**src/design/crc_chop4_pkg.sv**
```systemverilog
`default_nettype none
package crc_chop4_pkg;
   // ==========================================
   // Geometry
   localparam int TREE_INPUTS = 72;
   localparam int TREE_USED_INPUTS = 36;
   localparam int CHECK_BITS = 8;
   localparam int LANES_PER_TREE = 8;
   localparam int DQ_LANES = 16;
   localparam int CHOP_BEATS = 4;
   localparam logic [3:0] CHECK_BEAT = 4'h8;
   localparam logic [3:0] LAST_BEAT = 4'h9;
   localparam logic [7:0] CRC_POLY = 8'h07;
   localparam logic [7:0] CRC_INIT = 8'h00;
   // ==========================================
   // Register map (byte addresses)
   localparam logic [11:0] CTRL_ADDR = 12'h000;
   localparam logic [11:0] STATUS_ADDR = 12'h004;
   localparam logic [11:0] CHECK_ADDR = 12'h008;
   localparam logic [11:0] ERRCNT_ADDR = 12'h00C;
   // CTRL fields
   localparam int CTRL_CRC_EN = 0;
   localparam int CTRL_CHOP_FIXED = 1;
   localparam int CTRL_OTF_ALLOWED = 2;
   localparam int CTRL_MASK_EN = 3;
   localparam int CTRL_INVERT_EN = 4;
   localparam logic [4:0] CTRL_RESET = 5'h00;
   // STATUS fields
   localparam int STAT_ERROR = 0;
   localparam int STAT_UPPER_HALF = 1;
   localparam int STAT_ACTIVE = 2;
   localparam int STAT_BUSY = 8;
   // ==========================================
   // Receive states
   typedef enum logic [1:0] {
      RX_IDLE = 2'b00,
      RX_BEATS = 2'b01,
      RX_CHECK = 2'b11
   } rx_state_type;
endpackage : crc_chop4_pkg
`default_nettype wire

```
**src/design/crc8_tree.sv**
```systemverilog
`default_nettype none
module crc8_tree
   import crc_chop4_pkg::*;
(
   // Tree inputs
   input wire logic [TREE_INPUTS-1:0] tree_in,
   // Check bits
   output logic [CHECK_BITS-1:0] check_out
);
   // ==========================================
   // Parallel CRC-8 as a fixed XOR network
   function automatic logic [CHECK_BITS-1:0] crc8_calc(input logic [TREE_INPUTS-1:0] d);
      logic [CHECK_BITS-1:0] c;
      logic fb;
      c = CRC_INIT;
      fb = 1'b0;
      for (int i = TREE_INPUTS - 1; i >= 0; i--) begin
         fb = c[CHECK_BITS-1] ^ d[i];
         c = {c[CHECK_BITS-2:0], 1'b0};
         if (fb) begin
            c = c ^ CRC_POLY;
         end
      end
      return c;
   endfunction : crc8_calc

   assign check_out = crc8_calc(tree_in);
endmodule : crc8_tree
`default_nettype wire

```
**src/design/write_crc_x16_chop4_map.sv**
```systemverilog
// What this block does
// - Two identical trees, each with 36 live inputs and eight check bits.
// - Nibble bit low: lane n beat k is input 8n+k; beats 4-7 are ones.
// - Nibble bit high: received upper nibbles fill the lower nibble positions.
// - Nibble bit low: inputs 64-67 from wire if mask/inversion on, else ones.
// - Nibble bit low: inputs 136-139 from wire if mask/inversion on, else ones.
// - Nibble bit high: inputs 64-67 from wire if enabled, else ones.
// - Nibble bit high: inputs 136-139 from wire if enabled, else ones.
// - Each check bit is an XOR of fixed inputs; padded ones enter as ones.
// - Lower tree gives bits 7-0 over 71-0, upper 15-8 over 143-72.
// - Active only with CRC on, fixed chop on, on-the-fly chop off.
`default_nettype none
module write_crc_x16_chop4_map
   import crc_chop4_pkg::*;
(
   // Clock and reset
   input wire logic REF_CLK_IN,
   input wire logic RST_N_IN,
   // APB slave
   input wire logic PSEL_IN,
   input wire logic PENABLE_IN,
   input wire logic PWRITE_IN,
   input wire logic [11:0] PADDR_IN,
   input wire logic [31:0] PWDATA_IN,
   output logic [31:0] PRDATA_OUT,
   output logic PREADY_OUT,
   output logic PSLVERR_OUT,
   // Write burst from the link
   input wire logic BURST_START_IN,
   input wire logic BEAT_VALID_IN,
   input wire logic NIBBLE_SELECT_ADDR_BIT_IN,
   input wire logic [DQ_LANES-1:0] DQ_IN,
   input wire logic LOWER_LANE_MASK_INVERT_IN,
   input wire logic UPPER_LANE_MASK_INVERT_IN,
   // Received data and check result
   output logic [CHOP_BEATS*DQ_LANES-1:0] DATA_OUT,
   output logic [2*CHOP_BEATS-1:0] MASK_INVERT_OUT,
   output logic UPPER_HALF_OUT,
   output logic DATA_VALID_OUT,
   output logic CRC_ERROR_OUT
);
   // ==========================================
   // Registers and state
   logic [4:0] ctrl;
   logic error_flag;
   logic [15:0] err_count;
   logic [15:0] calc_crc;
   logic [15:0] rx_crc;
   logic upper_half;
   rx_state_type rx_state;
   rx_state_type next_rx_state;
   logic [3:0] beat_idx;
   logic [DQ_LANES-1:0] beat_dq [CHOP_BEATS];
   logic [1:0] beat_mi [CHOP_BEATS];
   logic [TREE_INPUTS-1:0] tree_in [2];
   logic [CHECK_BITS-1:0] tree_out [2];
   logic map_active;
   logic mi_used;
   logic mismatch;
   logic check_done;
   logic apb_wr;
   logic apb_rd_ok;

   assign map_active = ctrl[CTRL_CRC_EN] & ctrl[CTRL_CHOP_FIXED] & ~ctrl[CTRL_OTF_ALLOWED];
   assign mi_used = ctrl[CTRL_MASK_EN] | ctrl[CTRL_INVERT_EN];

   // ==========================================
   // APB access
   function automatic logic addr_mapped(input logic [11:0] a);
      return (a == CTRL_ADDR) || (a == STATUS_ADDR) || (a == CHECK_ADDR) || (a == ERRCNT_ADDR);
   endfunction : addr_mapped

   assign PREADY_OUT = 1'b1;
   assign PSLVERR_OUT = PSEL_IN & PENABLE_IN & ~addr_mapped(PADDR_IN);
   assign apb_wr = PSEL_IN & PENABLE_IN & PWRITE_IN & addr_mapped(PADDR_IN);
   assign apb_rd_ok = PSEL_IN & ~PENABLE_IN & ~PWRITE_IN & addr_mapped(PADDR_IN);

   always_ff @(posedge REF_CLK_IN or negedge RST_N_IN) begin
      if (!RST_N_IN) begin
         ctrl <= CTRL_RESET;
      end else if (apb_wr && PADDR_IN == CTRL_ADDR) begin
         ctrl <= PWDATA_IN[4:0];
      end
   end

   always_ff @(posedge REF_CLK_IN or negedge RST_N_IN) begin
      if (!RST_N_IN) begin
         PRDATA_OUT <= 32'h0000_0000;
      end else if (apb_rd_ok) begin
         case (PADDR_IN)
            CTRL_ADDR: PRDATA_OUT <= {27'h000_0000, ctrl};
            STATUS_ADDR: PRDATA_OUT <= {23'h00_0000, (rx_state != RX_IDLE), 5'h00, map_active, upper_half,
                                        error_flag};
            CHECK_ADDR: PRDATA_OUT <= {rx_crc, calc_crc};
            ERRCNT_ADDR: PRDATA_OUT <= {16'h0000, err_count};
            default: PRDATA_OUT <= 32'h0000_0000;
         endcase
      end else if (PSEL_IN && !PENABLE_IN) begin
         PRDATA_OUT <= 32'h0000_0000;
      end
   end

   // ==========================================
   // Burst receive sequencing
   always_comb begin
      next_rx_state = rx_state;
      case (rx_state)
         RX_IDLE: begin
            if (BURST_START_IN && BEAT_VALID_IN && map_active) begin
               next_rx_state = RX_BEATS;
            end
         end
         RX_BEATS: begin
            if (BEAT_VALID_IN && beat_idx == LAST_BEAT) begin
               next_rx_state = RX_CHECK;
            end
         end
         RX_CHECK: next_rx_state = RX_IDLE;
         default: next_rx_state = RX_IDLE;
      endcase
   end

   always_ff @(posedge REF_CLK_IN or negedge RST_N_IN) begin
      if (!RST_N_IN) begin
         rx_state <= RX_IDLE;
         beat_idx <= 4'h0;
      end else begin
         rx_state <= next_rx_state;
         if (rx_state == RX_IDLE && next_rx_state == RX_BEATS) begin
            beat_idx <= 4'h1;
         end else if (rx_state == RX_BEATS && BEAT_VALID_IN) begin
            beat_idx <= beat_idx + 4'h1;
         end
      end
   end

   // Beats 0-3 carry data, beat 8 check bits, beat 9 padding
   always_ff @(posedge REF_CLK_IN or negedge RST_N_IN) begin
      if (!RST_N_IN) begin
         for (int b = 0; b < CHOP_BEATS; b++) begin
            beat_dq[b] <= 16'h0000;
            beat_mi[b] <= 2'b00;
         end
         rx_crc <= 16'h0000;
         upper_half <= 1'b0;
      end else if (BEAT_VALID_IN) begin
         if (rx_state == RX_IDLE && next_rx_state == RX_BEATS) begin
            beat_dq[0] <= DQ_IN;
            beat_mi[0] <= {UPPER_LANE_MASK_INVERT_IN, LOWER_LANE_MASK_INVERT_IN};
            upper_half <= NIBBLE_SELECT_ADDR_BIT_IN;
         end else if (rx_state == RX_BEATS && beat_idx < 4'(CHOP_BEATS)) begin
            beat_dq[beat_idx[1:0]] <= DQ_IN;
            beat_mi[beat_idx[1:0]] <= {UPPER_LANE_MASK_INVERT_IN, LOWER_LANE_MASK_INVERT_IN};
         end else if (rx_state == RX_BEATS && beat_idx == CHECK_BEAT) begin
            rx_crc <= DQ_IN;
         end
      end
   end

   // ==========================================
   // Tree input mapping
   // Either half lands in nibble positions 3:0 of each group; 7:4 pad to ones.
   generate
      for (genvar t = 0; t < 2; t++) begin : g_tree
         for (genvar j = 0; j < LANES_PER_TREE; j++) begin : g_lane
            for (genvar k = 0; k < LANES_PER_TREE; k++) begin : g_bit
               if (k < CHOP_BEATS) begin : g_live
                  assign tree_in[t][8*j+k] = beat_dq[k][t*LANES_PER_TREE+j];
               end else begin : g_pad
                  assign tree_in[t][8*j+k] = 1'b1;
               end
            end
         end
         for (genvar k = 0; k < LANES_PER_TREE; k++) begin : g_mi
            if (k < CHOP_BEATS) begin : g_live
               // Lower tree: lower lane bit; upper tree: upper lane bit
               assign tree_in[t][8*LANES_PER_TREE+k] = mi_used ? beat_mi[k][t] : 1'b1;
            end else begin : g_pad
               assign tree_in[t][8*LANES_PER_TREE+k] = 1'b1;
            end
         end
         crc8_tree u_tree (
            .tree_in(tree_in[t]),
            .check_out(tree_out[t])
         );
      end
   endgenerate

   assign mismatch = ({tree_out[1], tree_out[0]} != rx_crc);
   assign check_done = (rx_state == RX_CHECK);

   // ==========================================
   // Check result
   always_ff @(posedge REF_CLK_IN or negedge RST_N_IN) begin
      if (!RST_N_IN) begin
         calc_crc <= 16'h0000;
         CRC_ERROR_OUT <= 1'b0;
         DATA_VALID_OUT <= 1'b0;
         DATA_OUT <= 64'h0000_0000_0000_0000;
         MASK_INVERT_OUT <= 8'h00;
         UPPER_HALF_OUT <= 1'b0;
      end else begin
         CRC_ERROR_OUT <= check_done & mismatch;
         DATA_VALID_OUT <= check_done;
         if (check_done) begin
            calc_crc <= {tree_out[1], tree_out[0]};
            DATA_OUT <= {beat_dq[3], beat_dq[2], beat_dq[1], beat_dq[0]};
            MASK_INVERT_OUT <= {beat_mi[3], beat_mi[2], beat_mi[1], beat_mi[0]};
            UPPER_HALF_OUT <= upper_half;
         end
      end
   end

   // Sticky error, write one to clear; a new error wins over the clear
   always_ff @(posedge REF_CLK_IN or negedge RST_N_IN) begin
      if (!RST_N_IN) begin
         error_flag <= 1'b0;
         err_count <= 16'h0000;
      end else begin
         if (check_done && mismatch) begin
            error_flag <= 1'b1;
         end else if (apb_wr && PADDR_IN == STATUS_ADDR && PWDATA_IN[STAT_ERROR]) begin
            error_flag <= 1'b0;
         end
         if (check_done && mismatch && err_count != 16'hFFFF) begin
            err_count <= err_count + 16'h0001;
         end else if (apb_wr && PADDR_IN == ERRCNT_ADDR) begin
            err_count <= 16'h0000;
         end
      end
   end
endmodule : write_crc_x16_chop4_map
`default_nettype wire

```
**config.mk**
```make
export PLATFORM = sky130hd
export DESIGN_NAME = write_crc_x16_chop4_map
export DESIGN_NICKNAME = d
export VERILOG_FILES = /design/src/design/crc_chop4_pkg.sv /design/src/design/crc8_tree.sv /design/src/design/write_crc_x16_chop4_map.sv
export SDC_FILE = /design/constraint.sdc
export NUM_CORES = 1
export LEC_CHECK = 0
export BUFFER_PORTS_ARGS = -buffer_cell sky130_fd_sc_hd__buf_2
export CORE_ASPECT_RATIO = 1.75
export CORE_MARGIN = 3
export CORE_UTILIZATION = 63
export DETAILED_ROUTE_END_ITERATION = 10
export PLACE_DENSITY = 0.94
export SETUP_SLACK_MARGIN = 0.2
export SLEW_MARGIN = 0
export SYNTH_ARGS = -nofsm -noshare
export SYNTH_HDL_FRONTEND = slang
export SYNTH_SLANG_ARGS = --single-unit
```
**constraint.sdc**
```tcl
create_clock -name REF_CLK_IN -period 12.1 [get_ports REF_CLK_IN]
set_input_delay 1.21 -clock REF_CLK_IN [delete_from_list [all_inputs] [get_ports REF_CLK_IN]]
set_output_delay 1.21 -clock REF_CLK_IN [all_outputs]
set_load 0.05 [all_outputs]
```
==> flow_summary.toml, run 1 <==
[status]
run_status = "finished clean"

[route]
drt_iter0_markers = 750
antenna_left = 0
vias = 8306
detailedRoute.firstPassIterationCount = 5
avgViaCountPerCell = 6.04
drc = 0
dr_wl_cell_um = 22.2
routed_wirelength_um = 30600

[power_and_ir_drop]
p_clk_frac = 0.472
ir_drop_mv = 0.135
power_switching_share = 0.210
power_density_mw_per_mm2 = 107
p_leak_nw = 7.99
power.sequential.fraction = 0.505
totalPowerFinal_mw = 1.59
cellInternalPower_mw = 1.26
share_comb_of_total_power = 0.023
net-switching-power_uw = 334

[clocking]
clock_tree_buf_depth = 3
clock_sinks = 240
cts_resized = 0
number_of_buffers_inserted_for_hold_repair_after_clock_tree_synthesis = 0
clock_buffer_count_from_cts = 22
tritoncts = "yes"
clk_pin_slew_worst_paths_ps = 70
cts_htree_levels = 1
clock_root_cell = "clkbuf_16"
cts_setup_buffers = 0
insertion_delay_ps = 510

[grt]
global_route_met1_utilization = 0.334
grt_use_total = 0.271
gr-total-overflow = 0
grt_first_pass_wirelength_um = 47900
grt_use_met2 = 0.491
pin_count_of_the_biggest_net_entering_global_routing = 92
grt_pass1_vias = 8822
antenna_found_initial = 0
grt_busiest_layer = "met2"
grt_util_met3 = 0.0301

[floorplan]
number_of_placement_rows = 69
fp.dieArea_mm2 = 0.0226
floorplan.core_area_mm2 = 0.0204
die_x_extent_um = 115
io-pin-count = 179
die-height_um = 197
initial_core_util = 0.643

[sta]
timing.hold.ws_ps = 470
timing_max_transition_violations_final = 0
post-route-min-period_ps = 5630
finClkSkew_ps = 8.12
post-route-period-util = 0.465
postLayoutSetupSlackWorst_ps = 6470
relSlewSlack = 0.294
setup-violations-final = 0
unrepaired_setup_endpoints_after_global_routing = "false"
tightestPinTransition_ps = 1060
achievable-frequency_mhz = 178
finalSetupTns_ps = 0
timing_hold_violations_final = 0

[placed_design]
place_inst = 1336
placed_instance_area_mm2 = 0.0141
preCtsSetupSlack_ps = 6630
dp_hpwl_um = 22100
portBuffers = 150
finalWeightedCongestion = 0.898

[critical_path]
arrival_ps = 5990
worst_setup_path_class = "reg -> reg"
worst_path_largest_cell_delay_ps = 680
required_ps = 12460
worstPathMaxFanout = 15
cp-end-kind = "flop"
worst_path_max_delay_cell = "dfrtp_1"
critical_path.startpoint_type = "flop"
worstPathCellList = "o21bai_1, xnor2_1, xnor3_1, xnor3_2, xnor3_2, xor3_1, xnor3_1, or3_1, a221oi_2, a21o_2, inv_2, nand2_4, o221ai_1"

[cells_and_area]
final_cell_mix = "dfrtp_1 (240), mux2_2 (170), buf_2 (149), xnor2_1 (119), xnor3_1 (64)"
post_layout_nonfiller_instances = 1376
synthToLayoutAreaGrowth_pct = 13.3
post_route_cells_drive_above_1_share = 0.345
finalInstanceArea_mm2 = 0.0148
finish.utilization = 0.728
finalNetCount = 1187
antenna_diode_count = 0
most_common_library_cell_in_the_layout_ignoring_fill_and_taps = "dfrtp_1"

[flow_run]
maxCapViolations = 0

[logic_synthesis]
postSynthCellCount = 969
yosys_warnings = 0
synth.cell_area_mm2 = 0.0131
synth.avg_cell_area_um2 = 13.5
register_bit_total_from_synthesis = 240
synth_fp_nets = 1044
netlist-cell-type-count = 61
synth.yosys.seq_area_share = 0.458
yosys_top_cell_by_area = "dfrtp_1"
synth_async_sr_flop_share = 1.00
postSynth.topFlopCell = "dfrtp_1"
synthTopCellsByArea = "dfrtp_1 (46%), mux2_2 (15%), xnor3_1 (11%)"
yosysTopAreaCellShare = 0.458
synth-edff-count = 0

[hold_path]
hold_path.class = "reg -> reg"
-- critical path, delay by kind of cell, from the launching register on --
| family | cells | cell delay [ps] |
|---|---|---|
| compound gates | 4 | 1130 |
| simple gates | 2 | 580 |
| buf+inv | 1 | 190 |
| xor+xnor | 6 | 2890 |
| flops | 1 | 680 |
-- final timing paths --
path,endpoint,cells past startpoint,from,slack (ps)
setup reg to reg,err_count[5],13,ctrl[4],6470
max in group asynchronous,beat_dq[10],2,RST_N_IN,9950
hold reg to reg,PRDATA_OUT[8],2,PRDATA_OUT[8],470
setup / recovery,err_count[5],13,ctrl[4],6470
min in group asynchronous,DATA_OUT[25],1,RST_N_IN,710
hold / removal,PRDATA_OUT[8],2,PRDATA_OUT[8],470
-- cell usage after synthesis (all sizes together), types with 2 or more instances --
cell	count
nor2	25
a22o	19
a21oi	3
buf	8
a211oi	3
or3	5
nor3	6
nand2	38
o21a	4
a222oi	10
a31o	3
o221ai	6
o21ai	30
nor2b	2
or2	2
and3	11
o21bai	8
o211ai	5
dfrtp	240
and3b	2
nor3b	2
clkbuf	30
mux2i	6
mux2	170
and2	2
nand4	4
xor2	55
xnor2	120
xnor3	66
o22a	2
xor3	10
nand3	14
ha	5
nor4	4
a21o	2
mux4	3
nand2b	7
inv	27
-- per-layer routing --
layer,wire length (µm),vias up
met5,0,-
met4,1070,0
met3,1350,65
met2,16600,277
met1,11600,4266
li1,-,3698
-- kinds of logic after synthesis --
group,after synthesis,share of synthesized area
flops,240,0.458
fa+ha+maj,5,0.00477
buf+inv,65,0.0209
simple gates,127,0.0484
other cells,1,0.000286
compound gates,101,0.0604
xor+xnor,251,0.251
mux,179,0.156
-- registers in the layout (all words and copies together) (netlist names) --
signal / cells
rx_crc: 16
upper_half: 1
rx_state: 2
beat_dq: 64
calc_crc: 16
UPPER_HALF_OUT: 1
beat_mi: 8
MASK_INVERT_OUT: 8
error_flag: 1
DATA_OUT: 64
DATA_VALID_OUT: 1
ctrl: 5
CRC_ERROR_OUT: 1
beat_idx: 4
err_count: 16
PRDATA_OUT: 32
-- layout make-up --
class	count	area, µm²
sequential	240	6010
fill	1312	5540
clock buffer	29	618
clock inverter	11	155
multi-input combinational	664	6840
tap	248	310
inverter	27	101
timing repair buffer	157	813
-- power groups by stage --
stage	combinational, mW	sequential [mW]	clock (mW)
final	0.0371	0.802	0.751
after global routing	0.0413	0.802	0.784
after CTS	0.0377	0.802	0.754
after detailed placement	0.0376	0.817	0
after global placement	0.0366	0.817	0
after floorplan	0.00731	0.818	0
Power figures use the tool's default switching activity.
==> run 2: changes to the inputs <==
--- a/config.mk
+++ b/config.mk
@@ -8,9 +8,9 @@
 export BUFFER_PORTS_ARGS = -buffer_cell sky130_fd_sc_hd__buf_2
 export CORE_ASPECT_RATIO = 1.75
 export CORE_MARGIN = 3
-export CORE_UTILIZATION = 63
+export CORE_UTILIZATION = 53
 export DETAILED_ROUTE_END_ITERATION = 10
-export PLACE_DENSITY = 0.94
+export PLACE_DENSITY = 0.85
 export SETUP_SLACK_MARGIN = 0.2
 export SLEW_MARGIN = 0
 export SYNTH_ARGS = -nofsm -noshare
==> constraint.sdc (replaced) <==
create_clock -name REF_CLK_IN -period 4.74 [get_ports REF_CLK_IN]
set_input_delay 0.474 -clock REF_CLK_IN [delete_from_list [all_inputs] [get_ports REF_CLK_IN]]
set_output_delay 0.474 -clock REF_CLK_IN [all_outputs]
set_load 0.05 [all_outputs]
==> run 2 against run 1 <==
Against the previous run: the run now ends with negative hold slack left; global-route usage decreased by 4.3 points; critical path depth rose by 2; via count up 1.2%; first-iteration DRC count decreased by 39%; largest power group unchanged.
==> flow_summary.toml, run 2 (synthesis results as in run 1) <==
[status]
run_status = "finished with violations"
violated_checks = "negative hold slack"

[critical_path]
critical_path.startpoint_type = "flop"
arrival_ps = 4860
cp-end-kind = "flop"
worstReg2RegStart = "ctrl[4]"
worst_setup_path_class = "reg -> reg"
required_ps = 5170
worstPathMaxFanout = 9
timing.reg2reg.setup_slack_ps = 310
timing.rr.end = "err_count[8]"
worst_case_reg_to_reg_path_depth = 15

[sta]
setup-violations-final = 0
timing_hold_violations_final = 9
timing.hold.ws_ps = -9.42
timing_max_transition_violations_final = 0
unrepaired_setup_endpoints_after_global_routing = "true"
tightestPinTransition_ps = 1120
finalSetupTns_ps = 0
achievable-frequency_mhz = 226
post-route-period-util = 0.935
finClkSkew_ps = 15.4
post-route-min-period_ps = 4430
postLayoutSetupSlackWorst_ps = 307
relSlewSlack = 0.251

[clocking]
cts_htree_levels = 1
tritoncts = "yes"
clk_pin_slew_worst_paths_ps = 70
insertion_delay_ps = 520
clock_root_cell = "clkbuf_16"
clock_tree_buf_depth = 3
clock_buffer_count_from_cts = 23
clock_sinks = 240
number_of_buffers_inserted_for_hold_repair_after_clock_tree_synthesis = 0

[placed_design]
preCtsSetupSlack_ps = -2.96
portBuffers = 150
place_inst = 1435
dp_hpwl_um = 22700
finalWeightedCongestion = 0.925

[route]
antenna_left = 0
vias = 8403
avgViaCountPerCell = 5.64
detailedRoute.firstPassIterationCount = 5
dr_wl_cell_um = 20.8
drc = 0
routed_wirelength_um = 31000
drt_iter0_markers = 455

[cells_and_area]
synthToLayoutAreaGrowth_pct = 19.1
top_regs = "DATA_OUT x64, beat_dq x64, PRDATA_OUT x32"
final_cell_mix = "dfrtp_1 (238), mux2_2 (170), buf_2 (149), xnor2_1 (113), buf_4 (61)"
most_common_library_cell_in_the_layout_ignoring_fill_and_taps = "dfrtp_1"
antenna_diode_count = 0
post_route_cells_drive_above_1_share = 0.409
finalNetCount = 1243
post_layout_nonfiller_instances = 1491
finish.utilization = 0.647

[power_and_ir_drop]
p_leak_nw = 8.33
power_density_mw_per_mm2 = 269
ir_drop_mv = 0.217

[floorplan]
floorplan.core_area_mm2 = 0.0241
fp.dieArea_mm2 = 0.0267
number_of_placement_rows = 75
initial_core_util = 0.543
die_x_extent_um = 125
io-pin-count = 179
die-height_um = 214

[grt]
grt_first_pass_wirelength_um = 49100
pin_count_of_the_biggest_net_entering_global_routing = 106
antenna_found_initial = 0
gr-total-overflow = 0
grt_pass1_vias = 9046
grt_use_total = 0.229

[flow_run]
maxCapViolations = 0

[hold_path]
hold_path.class = "in -> async"
[run 2: layout make-up]
cell class	instances	area, µm²
clock buffers	29	618
clock inverters	11	220
fillers	1761	8510
inverters	27	101
multi-input cells	664	7040
flip-flops and latches	240	6010
well taps	308	385
repair buffers	212	1240
[run 2: how the worst max path moves through the flow]
stage | to | start | slack, ps | depth (start not counted)
2_1_floorplan | err_count[11] | beat_mi[1] | 220 | 13
3_3_place_gp | err_count[5] | ctrl[4] | 120 | 14
3_5_place_dp | err_count[8] | beat_mi[1] | -3 | 12
4_1_cts | err_count[8] | ctrl[4] | 200 | 16
5_1_grt | err_count[5] | ctrl[4] | 140 | 15
6_report | err_count[8] | ctrl[4] | 310 | 15
[run 2: repair_timing]
item / in CTS / in global routing
setup endpoints to repair: 17 / 17
pin swaps: 7 / 19
cloned: 0 / 0
buffers inserted: 5 / 11
hold endpoints to repair: 0 / 0
resized for setup: 17 / 27
[run 2: layer usage]
layer / global-route usage / share of wire / wire [µm]
met5: 0 / 0 / 0
met1: 0.276 / 0.38 / 11900
met2: 0.422 / 0.54 / 16900
met4: 0.0807 / 0.034 / 1040
met3: 0.0242 / 0.040 / 1250
[run 2: critical path: stages, from the launching register on]
cell and delay, ps:
dfrtp_2 460, buf_4 210, nor2_4 250, nor2_1 120, xnor3_1 430, xnor3_1 390
xnor2_1 330, xnor3_1 520, xnor3_1 220, o211ai_1 140, nor4_2 90, buf_4 150
a21o_2 230, buf_4 180, or4_1 530, o221ai_2 90
[run 2: power breakdown]
part           internal [mW]  switching (mW)
clock network           1.25           0.799
registers               2.05        0.000375
logic                 0.0225          0.0736
total                   3.33           0.873
[run 2: through the flow]
stage | area (µm²) | hold slack, ps | total power [mW]
2_1_floorplan | 13100 | 178 | 2.11
3_3_place_gp | 14400 | 462 | 2.18
5_1_grt | 15600 | 48.4 | 4.33
4_1_cts | 15400 | 11.0 | 4.24
6_report | 15600 | -9.42 | 4.20
3_5_place_dp | 14400 | 470 | 2.18
